**config.mk**
```make
export PLATFORM = sky130hd
export DESIGN_NAME = tws_slave
export DESIGN_NICKNAME = d
export VERILOG_FILES = /design/src/common/tws_pkg.sv /design/src/logic/tws_sync.sv /design/src/logic/tws_cond.sv /design/src/logic/tws_slave.sv
export SDC_FILE = /design/constraint.sdc
export NUM_CORES = 1
export LEC_CHECK = 0
export ABC_AREA = 0
export BUFFER_PORTS_ARGS = -buffer_cell sky130_fd_sc_hd__buf_4
export CORE_MARGIN = 5
export CORE_UTILIZATION = 55
export CTS_CLUSTER_SIZE = 10
export DETAILED_ROUTE_END_ITERATION = 6
export PLACE_DENSITY = 0.75
export SETUP_SLACK_MARGIN = 0.3
export SLEW_MARGIN = 20
export SYNTH_ARGS = -nofsm -noshare
export SYNTH_HDL_FRONTEND = slang
export SYNTH_SLANG_ARGS = --single-unit
```
**constraint.sdc**
```tcl
create_clock -name clk_i -period 2.2 [get_ports clk_i]
set_input_delay 0.11 -clock clk_i [delete_from_list [all_inputs] [get_ports clk_i]]
set_output_delay 0.11 -clock clk_i [all_outputs]
set_load 0.01 [all_outputs]
```
**src/common/tws_pkg.sv**
```systemverilog
// shared constants and types of the two-wire slave block
// assumes one 125 MHz system clock; register port is 3-bit addressed
package tws_pkg;

	// ==========================================================
	// timing
	localparam int CLK_MHZ      = 125;
	localparam int T_HD_STA_NS  = 4000;
	localparam int T_SU_STO_NS  = 4000;
	localparam int HD_STA_CYC   = (T_HD_STA_NS * CLK_MHZ + 999) / 1000;
	localparam int SU_STO_CYC   = (T_SU_STO_NS * CLK_MHZ + 999) / 1000;

	// ==========================================================
	// register offsets
	localparam int AW = 3;
	localparam logic [AW-1:0] OFF_OWN  = 3'h0;
	localparam logic [AW-1:0] OFF_CTL  = 3'h1;
	localparam logic [AW-1:0] OFF_STAT = 3'h2;
	localparam logic [AW-1:0] OFF_BUF  = 3'h3;
	localparam logic [AW-1:0] OFF_SLP  = 3'h4;

	// ==========================================================
	// field positions
	localparam int CTL_INT  = 7;
	localparam int CTL_ACK  = 6;
	localparam int CTL_BEG  = 5;
	localparam int CTL_HALT = 4;
	localparam int CTL_WCOL = 3;
	localparam int CTL_EN   = 2;
	localparam int CTL_IE   = 0;
	localparam int OWN_GCE  = 0;
	localparam int SLP_DEEP = 0;
	localparam int SLP_WAKE = 1;
	localparam logic [7:0] GC_ADDR = 8'h00;

	// ==========================================================
	// status codes
	localparam logic [7:0] ST_START   = 8'h08;
	localparam logic [7:0] ST_SLA_W   = 8'h60;
	localparam logic [7:0] ST_ARB_W   = 8'h68;
	localparam logic [7:0] ST_GC      = 8'h70;
	localparam logic [7:0] ST_ARB_GC  = 8'h78;
	localparam logic [7:0] ST_RX_ACK  = 8'h80;
	localparam logic [7:0] ST_RX_NACK = 8'h88;
	localparam logic [7:0] ST_GC_ACK  = 8'h90;
	localparam logic [7:0] ST_GC_NACK = 8'h98;
	localparam logic [7:0] ST_HALTED  = 8'hA0;
	localparam logic [7:0] ST_SLA_R   = 8'hA8;
	localparam logic [7:0] ST_ARB_R   = 8'hB0;
	localparam logic [7:0] ST_TX_ACK  = 8'hB8;
	localparam logic [7:0] ST_TX_NACK = 8'hC0;
	localparam logic [7:0] ST_LAST_AK = 8'hC8;
	localparam logic [7:0] ST_NONE    = 8'hF8;

	// ==========================================================
	// types
	typedef struct packed {
		logic scl;
		logic sda;
	} tws_pins_t;

	typedef struct packed {
		logic scl_rise;
		logic scl_fall;
		logic start;
		logic stop;
		logic sda;
	} tws_cond_t;

	typedef enum logic [2:0] {
		S_IDLE, S_ADDR, S_ACK_OUT, S_RX, S_TX, S_ACK_IN, S_HOLD, S_STA
	} tws_state_t;

endpackage

```
**src/logic/tws_sync.sv**
```systemverilog
// two-flop synchroniser for the bus lines
// assumes the pins are asynchronous to clk_i and idle high
`timescale 1ns/1ps
module tws_sync (
	input  wire logic              clk_i,     // system clock
	input  wire logic              sys_rst_i, // async reset, high
	input  wire tws_pkg::tws_pins_t pins_i,   // raw line levels
	output tws_pkg::tws_pins_t      pins_o     // synchronised levels
);
	typedef struct packed {
		tws_pkg::tws_pins_t meta;
		tws_pkg::tws_pins_t stab;
	} tws_sync_t;

	tws_sync_t q, n;

	// ==========================================================
	// the first stage feeds only the second
	always_comb begin
		n      = q;
		n.meta = pins_i;
		n.stab = q.meta;
	end

	always_ff @(posedge clk_i or posedge sys_rst_i) begin
		if (sys_rst_i) begin
			q <= '1;
		end else begin
			q <= n;
		end
	end

	assign pins_o = q.stab;
endmodule

```
**src/logic/tws_cond.sv**
```systemverilog
// edge and START/STOP detection on synchronised bus lines
// assumes its input is already in the clk_i domain
`timescale 1ns/1ps
module tws_cond (
	input  wire logic               clk_i,     // system clock
	input  wire logic               sys_rst_i, // async reset, high
	input  wire tws_pkg::tws_pins_t pins_i,    // synchronised lines
	output tws_pkg::tws_cond_t      cond_o     // one-cycle events
);
	typedef struct packed {
		tws_pkg::tws_pins_t prev;
		tws_pkg::tws_cond_t ev;
	} tws_det_t;

	tws_det_t q, n;

	// ==========================================================
	// sda moving while scl stays high marks start or stop
	always_comb begin
		n             = q;
		n.prev        = pins_i;
		n.ev.scl_rise = pins_i.scl & ~q.prev.scl;
		n.ev.scl_fall = ~pins_i.scl & q.prev.scl;
		n.ev.start    = q.prev.scl & pins_i.scl & q.prev.sda & ~pins_i.sda;
		n.ev.stop     = q.prev.scl & pins_i.scl & ~q.prev.sda & pins_i.sda;
		n.ev.sda      = pins_i.sda;
	end

	always_ff @(posedge clk_i or posedge sys_rst_i) begin
		if (sys_rst_i) begin
			q         <= '0;
			q.prev    <= '1;
			q.ev.sda  <= 1'b1;
		end else begin
			q <= n;
		end
	end

	assign cond_o = q.ev;
endmodule

```
**src/logic/tws_slave.sv**
```systemverilog
// two-wire bus slave: address match, receive, transmit, status codes
// assumes a simple register port on clk_i and open-drain bus lines
// Function
// - own address sits in the upper seven bits of the address register
// - lowest address bit enables answering the general call address
// - read bit selects transmitter, write bit selects receiver
// - after address and direction, flag rises with a valid code
// - lost start attempt then own read address reports its own code
// - ack enable cleared sends one final byte, then NACK or ACK code
// - after final byte, unaddressed and data line released
// - master ACK after final byte reports final-byte-acknowledged code
// - ack enable low ignores own address yet keeps watching the bus
// - in deep sleep an address match is still acked and wakes
// - after sleep wake, clock held low until flag is cleared
// - after deep sleep byte buffer need not hold the last byte
// - general-call data acked; next byte acked per ack enable
// - general-call data NACKed returns to unaddressed mode
// - stop or repeated start while addressed reports and unaddresses
// - begin request pending at exit sends START once bus is free and flag is cleared
// - after own read address, loaded byte sent, last when ack off
// - acked transmitted byte reports code and waits for next byte
`timescale 1ns/1ps
module tws_slave (
	input  wire logic                    clk_i,      // system clock
	input  wire logic                    sys_rst_i,  // async reset, high
	input  wire logic [tws_pkg::AW-1:0]  addr_i,     // register address
	input  wire logic [7:0]              wr_data_i,  // write data
	input  wire logic                    wr_i,       // write strobe
	input  wire logic                    rd_i,       // read strobe
	output logic      [7:0]              rd_data_o,  // read data, next cycle
	input  wire logic                    scl_i,      // clock line level
	output logic                         scl_o,      // clock line drive level
	output logic                         scl_oe_n_o, // clock pull, low = drive
	input  wire logic                    sda_i,      // data line level
	output logic                         sda_o,      // data line drive level
	output logic                         sda_oe_n_o, // data pull, low = drive
	output logic                         wake_o      // address match in sleep
);
	typedef struct packed {
		tws_pkg::tws_state_t st;
		logic [3:0]          cnt;
		logic [7:0]          sh;
		logic [7:0]          own;
		logic                ack_en;
		logic                beg;
		logic                halt;
		logic                wcol;
		logic                en;
		logic                ie;
		logic                flag;
		logic [1:0]          presc;
		logic [7:0]          code;
		logic [7:0]          bbuf;
		logic                deep;
		logic                wake;
		logic                dir;
		logic                gc;
		logic                arb;
		logic                ack;
		logic                last;
		logic                adr;
		logic                busy;
		logic [1:0]          ph;
		logic [9:0]          tmr;
		logic                sda_pull;
		logic                scl_pull;
		logic                lvl;
		logic [7:0]          rdata;
	} tws_core_t;

	tws_core_t          q, n;
	tws_pkg::tws_pins_t raw, syn;
	tws_pkg::tws_cond_t c;

	// ==========================================================
	// line conditioning
	assign raw.scl = scl_i;
	assign raw.sda = sda_i;

	tws_sync tws_sync_inst (
		.clk_i     (clk_i),
		.sys_rst_i (sys_rst_i),
		.pins_i    (raw),
		.pins_o    (syn)
	);

	tws_cond tws_cond_inst (
		.clk_i     (clk_i),
		.sys_rst_i (sys_rst_i),
		.pins_i    (syn),
		.cond_o    (c)
	);

	// ==========================================================
	// post an event: set flag and code; exits drop to unaddressed
	function automatic tws_core_t post(input tws_core_t s, input logic [7:0] code,
			input logic ex);
		s.flag     = 1'b1;
		s.code     = code;
		s.sda_pull = 1'b0;
		s.scl_pull = ~ex;
		s.st       = ex ? tws_pkg::S_IDLE : tws_pkg::S_HOLD;
		return s;
	endfunction

	function automatic logic addressed(input tws_pkg::tws_state_t st, input logic adr);
		addressed = (st == tws_pkg::S_RX) || (st == tws_pkg::S_TX) ||
			(st == tws_pkg::S_ACK_IN) || (st == tws_pkg::S_HOLD) ||
			(st == tws_pkg::S_ACK_OUT && !adr);
	endfunction

	// ==========================================================
	// next state
	always_comb begin
		logic       wr_ctl;
		logic       flag_clr;
		logic       beg_wr;
		logic [7:0] a;
		logic       m_own;
		logic       m_gc;
		n        = q;
		wr_ctl   = wr_i && (addr_i == tws_pkg::OFF_CTL);
		flag_clr = wr_ctl && wr_data_i[tws_pkg::CTL_INT] && q.flag;
		beg_wr   = wr_ctl && wr_data_i[tws_pkg::CTL_BEG];
		a        = {q.sh[6:0], c.sda};
		m_own    = a[7:1] == q.own[7:1];
		m_gc     = (a == tws_pkg::GC_ADDR) && q.own[tws_pkg::OWN_GCE];

		// register writes
		if (wr_i) begin
			case (addr_i)
				tws_pkg::OFF_OWN: begin
					n.own = wr_data_i;
				end
				tws_pkg::OFF_CTL: begin
					n.ack_en = wr_data_i[tws_pkg::CTL_ACK];
					n.beg    = wr_data_i[tws_pkg::CTL_BEG];
					n.halt   = wr_data_i[tws_pkg::CTL_HALT];
					n.en     = wr_data_i[tws_pkg::CTL_EN];
					n.ie     = wr_data_i[tws_pkg::CTL_IE];
					if (wr_data_i[tws_pkg::CTL_INT]) begin
						n.flag = 1'b0;
					end
				end
				tws_pkg::OFF_STAT: begin
					n.presc = wr_data_i[1:0];
				end
				tws_pkg::OFF_BUF: begin
					// a load while the bus is moving would corrupt the shift
					if (q.flag) begin
						n.bbuf = wr_data_i;
					end
					n.wcol = ~q.flag;
				end
				tws_pkg::OFF_SLP: begin
					n.deep = wr_data_i[tws_pkg::SLP_DEEP];
					if (!wr_data_i[tws_pkg::SLP_DEEP]) begin
						n.wake = 1'b0;
					end
				end
				default: begin
				end
			endcase
		end

		// register reads, answered one cycle later
		n.rdata = 8'h00;
		if (rd_i) begin
			case (addr_i)
				tws_pkg::OFF_OWN:  n.rdata = q.own;
				tws_pkg::OFF_CTL:  n.rdata = {q.flag, q.ack_en, q.beg, q.halt,
					q.wcol, q.en, 1'b0, q.ie};
				tws_pkg::OFF_STAT: n.rdata = {q.code[7:3], 1'b0, q.presc};
				tws_pkg::OFF_BUF:  n.rdata = q.bbuf;
				tws_pkg::OFF_SLP:  n.rdata = {6'h00, q.wake, q.deep};
				default:           n.rdata = 8'h00;
			endcase
		end

		// bus-wide conditions
		if (c.stop) begin
			n.busy = 1'b0;
		end
		if (c.start) begin
			n.busy = 1'b1;
		end

		if (!q.en) begin
			n.st       = tws_pkg::S_IDLE;
			n.sda_pull = 1'b0;
			n.scl_pull = 1'b0;
			n.arb      = 1'b0;
		end else if ((c.start || c.stop) && q.st != tws_pkg::S_STA) begin
			if (addressed(q.st, q.adr)) begin
				n = post(n, tws_pkg::ST_HALTED, 1'b1);
			end else if (c.start && q.beg && q.st == tws_pkg::S_IDLE) begin
				// another master won the bus while our start waited
				n.arb = 1'b1;
			end
			if (c.start) begin
				n.st       = tws_pkg::S_ADDR;
				n.cnt      = 4'h0;
				n.sda_pull = 1'b0;
				n.scl_pull = 1'b0;
			end
		end else begin
			case (q.st)
				tws_pkg::S_IDLE: begin
					if (q.beg && !q.busy && !q.flag) begin
						n.st       = tws_pkg::S_STA;
						n.ph       = 2'd0;
						n.tmr      = '0;
						n.sda_pull = 1'b1;
					end
				end
				tws_pkg::S_ADDR: begin
					if (c.scl_rise) begin
						n.sh  = a;
						n.cnt = q.cnt + 4'h1;
						if (q.cnt == 4'h7) begin
							if (q.ack_en && (m_own || m_gc)) begin
								n.st  = tws_pkg::S_ACK_OUT;
								n.dir = a[0];
								n.gc  = ~m_own;
								n.ack = 1'b1;
								n.adr = 1'b1;
								if (q.deep) begin
									n.wake = 1'b1;
								end
							end else begin
								n.st = tws_pkg::S_IDLE;
							end
						end
					end
				end
				tws_pkg::S_ACK_OUT: begin
					if (c.scl_fall && q.cnt == 4'h8) begin
						n.sda_pull = q.ack;
						n.cnt      = 4'h9;
					end else if (c.scl_fall) begin
						if (q.adr) begin
							n.adr = 1'b0;
							n.arb = 1'b0;
							if (q.dir) begin
								n = post(n, q.arb ? tws_pkg::ST_ARB_R : tws_pkg::ST_SLA_R,
									1'b0);
							end else if (q.gc) begin
								n = post(n, q.arb ? tws_pkg::ST_ARB_GC : tws_pkg::ST_GC,
									1'b0);
							end else begin
								n = post(n, q.arb ? tws_pkg::ST_ARB_W : tws_pkg::ST_SLA_W,
									1'b0);
							end
						end else begin
							if (!q.deep) begin
								n.bbuf = q.sh;
							end
							if (q.gc) begin
								n = post(n, q.ack ? tws_pkg::ST_GC_ACK : tws_pkg::ST_GC_NACK,
									~q.ack);
							end else begin
								n = post(n, q.ack ? tws_pkg::ST_RX_ACK : tws_pkg::ST_RX_NACK,
									~q.ack);
							end
						end
					end
				end
				tws_pkg::S_RX: begin
					if (c.scl_rise) begin
						n.sh  = a;
						n.cnt = q.cnt + 4'h1;
						if (q.cnt == 4'h7) begin
							n.st  = tws_pkg::S_ACK_OUT;
							n.ack = q.ack_en;
						end
					end
				end
				tws_pkg::S_TX: begin
					if (c.scl_rise) begin
						n.cnt = q.cnt + 4'h1;
					end else if (c.scl_fall) begin
						if (q.cnt == 4'h8) begin
							n.sda_pull = 1'b0;
							n.st       = tws_pkg::S_ACK_IN;
						end else begin
							n.sh       = {q.sh[6:0], 1'b0};
							n.sda_pull = ~q.sh[6];
						end
					end
				end
				tws_pkg::S_ACK_IN: begin
					if (c.scl_rise) begin
						n.ack = ~c.sda;
						n.cnt = 4'h9;
					end else if (c.scl_fall && q.cnt == 4'h9) begin
						if (q.last) begin
							// ending unaddressed leaves sda released: master reads ones
							n = post(n, q.ack ? tws_pkg::ST_LAST_AK : tws_pkg::ST_TX_NACK,
								1'b1);
						end else begin
							n = post(n, q.ack ? tws_pkg::ST_TX_ACK : tws_pkg::ST_TX_NACK,
								~q.ack);
						end
					end
				end
				tws_pkg::S_HOLD: begin
					// stretching the clock here also covers a wake from sleep
					n.scl_pull = 1'b1;
					if (flag_clr) begin
						n.scl_pull = 1'b0;
						n.cnt      = 4'h0;
						if (n.halt) begin
							n.halt = 1'b0;
							n.st   = tws_pkg::S_IDLE;
						end else if (q.dir) begin
							n.st       = tws_pkg::S_TX;
							n.sh       = q.bbuf;
							n.sda_pull = ~q.bbuf[7];
							n.last     = ~n.ack_en;
						end else begin
							n.st = tws_pkg::S_RX;
						end
					end
				end
				tws_pkg::S_STA: begin
					case (q.ph)
						2'd0: begin
							n.tmr = q.tmr + 10'd1;
							if (q.tmr == 10'(tws_pkg::HD_STA_CYC - 1)) begin
								n.scl_pull = 1'b1;
								n.ph       = 2'd1;
								n.flag     = 1'b1;
								n.code     = tws_pkg::ST_START;
								if (!beg_wr) begin
									n.beg = 1'b0;
								end
							end
						end
						2'd1: begin
							if (flag_clr) begin
								n.scl_pull = 1'b0;
								n.ph       = 2'd2;
								n.tmr      = '0;
							end
						end
						default: begin
							// no master mode: release with a stop after setup time
							n.tmr = q.tmr + 10'd1;
							if (q.tmr == 10'(tws_pkg::SU_STO_CYC - 1)) begin
								n.sda_pull = 1'b0;
								n.st       = tws_pkg::S_IDLE;
							end
						end
					endcase
				end
				default: begin
					n.st = tws_pkg::S_IDLE;
				end
			endcase
		end
	end

	// ==========================================================
	// state register
	always_ff @(posedge clk_i or posedge sys_rst_i) begin
		if (sys_rst_i) begin
			q      <= '0;
			q.code <= tws_pkg::ST_NONE;
		end else begin
			q <= n;
		end
	end

	assign rd_data_o  = q.rdata;
	assign scl_o      = q.lvl;
	assign sda_o      = q.lvl;
	assign scl_oe_n_o = ~q.scl_pull;
	assign sda_oe_n_o = ~q.sda_pull;
	assign wake_o     = q.wake;
endmodule

```
==> results.txt <==
most common cell after layout, fill and taps aside: buf_4
max-cap viol count: 0
final worst path period share: 0.929
DRT antenna net count: 0
Setup Viol. Count Final: 0
XOR/XNOR share of the synthesized area: 0.0157
Top delay family on crit path: simple AND/OR/NAND/NOR gates
Clock Tree Buf Depth: 2
global-route wire length before repair: 23.2 mm
RD Place Congestion: 0.985
Clock Skew: 0.0175 ns
P_int: 3920 uW
placed insts: 663
area of the multi-input gates: 2790 um2
register area share after synthesis: 0.432
post-synthesis compound-gate area fraction: 0.196
I/O Buffers: 27
DRC viols: 0
Fillers: 666
Power Dens Cells: 1080 nW/um2
number of global-route vias before repair: 4341
largest net degree at the start of global routing: 87
Crit. End Element: flop
diode count: 0
FFs w/ async S/R, synth: 1.00
switching part of the total: 0.406
largest family of logic cells by synthesized area: compound AO/OA/AOI/OAI gates
maximum net fanout on the critical path: 5
Cell Chain, Critical Path: nand3b_1 > or4_4 > o31ai_2 > nand3b_1 > a22o_1
Fmax: 489 MHz
Num CTS Buffers: 9
layout cells sized above 1: 0.316
Starting Density: 0.569
post-layout min period: 2.04 ns
top cell type's share of synthesized area: 0.375
CP max stage cell: or4_4
Critical Path RT: 2.50 ns
H-tree Lvls: 3
Root Driver: clkbuf_8
top cell type by total area after synthesis: dfrtp_1
adder-cell share of the synthesized area: 0.0125
peak supply drop: 551 uV
Gate Count Post-Synth: 519
combinational share of power: 0.419
Buf/Inv on CP: 0
Die Ht: 105 um
Die Width: 105 um
Post-DP HPWL: 10.3 mm
post-synthesis mux area share: 0.103
RSZ-0062 raised after global routing: true
outcome: finished, final reports clean
vias post-DR: 4470
simple-gate portion of the synthesized area: 0.190
area grow syn2layout: 21.7%
die area: 11100 um2
CTS tree: yes
I/O pins: 30
R2R Setup Slk: 0.16 ns
predominant post-synthesis flop cell: dfrtp_1
critical path startpoint category: flop
drt first-iter violations: 434
final wirelength: 14.6 mm
register area: 2170 um2
Cell Count, Final, Fillers Out: 699
CP peak stage delay: 0.61 ns
Switching Power: 2680 uW
Mean Syn Cell Area: 9.65 um2
commonest cells after routing, fill and taps aside: 75 x buf_4, 72 x dfrtp_1, 53 x nand2_1
synthesized area: 5010 um2
First-pass DRT Iterations: 6
Total GRT Usage: 0.261
P_leak: 0.00269 uW
initial antenna violation count: 0
Post-synth EDFFs: 0
synthesis-stage register bit count: 86
Hold Crit Depth: 2
routed len/inst: 20.9 um
Via density: 6.39
Final Hold Vio Count: 0
row cnt: 34
WHS Endpoint: q[63]
Slew Viols, Final: 0
Hold Path Class: in -> reg
Nets: 608
reg2reg path depth: 5
CTS Sinks: 86
Clock transition at path regs: 0.10 ns
core outline area: 8810 um2
Synth area leaders: dfrtp_1 37%, dfstp_2 5.8%, mux2_2 5.4%
gr ovfl total: 0
Flop pwr share: 0.400
crit path DAT: 2.34 ns
Clk pwr share: 0.181
worst reg2reg startpoint: q[20]
number of warnings issued by yosys: 0
count of cell types in the netlist: 73
Setup CP Type: reg -> reg
Setup TNS: 0 ns
min-delay src: wr_data_i[6]
worst r2r dst: q[43]
Worst-Skew Late Latency: 0.37 ns
Most Frequent Cell on Critical Path: nand3b_1
[sequential cells by signal (all words and copies together), names as in the netlist]
| name | flops |
|---|---|
| tws_sync_inst.pins_o | 2 |
| tws_cond_inst.q | 1 |
| tws_cond_inst.cond_o | 5 |
| rd_data_o | 8 |
| tws_sync_inst.n | 2 |
| q | 67 |
| wake_o | 1 |
[kinds of logic (layout without fill, tap and decap cells)]
logic type	Yosys count	count (layout)
other	1	2
buffers and inverters	52	123
XOR/XNOR	9	9
flip-flops	86	86
multiplexers	41	41
AND/OR/NAND/NOR	176	176
AO/OA/AOI/OAI	149	149
adder cells (fa/ha/maj)	5	5
[power groups by stage]
stage               sequential, uW  combinational [uW]  clock, uW
floorplan                     2390                1760          0
global placement              2600                2390          0
detailed placement            2630                2420          0
CTS                           2590                2550       1200
global route                  2690                3000       1270
finish                        2640                2760       1200
[synthesized netlist by cell type, types with 9 or more instances]
master / number
a21oi_1: 17
a22o_1: 12
a31oi_1: 10
and3_1: 9
buf_4: 10
clkbuf_1: 13
dfrtp_1: 75
dfstp_2: 11
inv_1: 18
mux2_2: 24
mux2i_1: 11
nand2_1: 56
nand3_1: 16
nor2_1: 31
nor2b_1: 16
o21ai_0: 53
[worst max path at each step]
stage                 end       from  cells after the start  slack [ns]
detailed placement  q[10]      q[11]                      7        0.08
CTS                 q[10]      q[20]                      6        0.13
floorplan           q[66]  addr_i[2]                      8        0.12
global placement    q[10]      q[11]                      7        0.07
global route        q[44]      q[20]                      5        0.13
finish              q[43]      q[20]                      5        0.16
[stage by stage]
stage                     area (um2)   util  worst slack, ns  hold WS (ns)  power [uW]
after floorplan                 5080      -            0.123         0.114        4150
after global placement          5560  0.632           0.0667         0.219        4990
after detailed placement        5560  0.632           0.0761         0.219        5050
after CTS                       5930  0.674            0.134       0.00651        6350
after global routing            6090  0.692            0.127       0.00574        6950
final                           6090  0.692            0.155       0.00978        6600
[routing by layer]
metal | GRT usage | vias up | share of wire
met2 | 0.400 | 251 | 0.45
met3 | 0.0446 | 45 | 0.088
met1 | 0.385 | 2154 | 0.44
met5 | 0 | - | 0
li1 | - | 2020 | -
met4 | 0.0712 | 0 | 0.027
[area by class of cell]
cell class / count / share of cell area
Multi-Input combinational cell: 382 / 0.458
Sequential cell: 86 / 0.356
Timing Repair Buffer: 89 / 0.118
Tap cell: 108 / 0.0222
Clock buffer: 9 / 0.0203
Clock inverter: 7 / 0.0135
Inverter: 18 / 0.0117
[timing repair]
action | in CTS | in global routing
setup buffers | 5 | 6
pin swaps | 6 | 5
hold buffers | 7 | 1
endpoints found under the setup margin | 37 | 46
endpoints found under the hold margin | 83 | 1
cloned | 0 | 1
gates resized for setup | 17 | 28
Power figures use the tool's default switching activity.
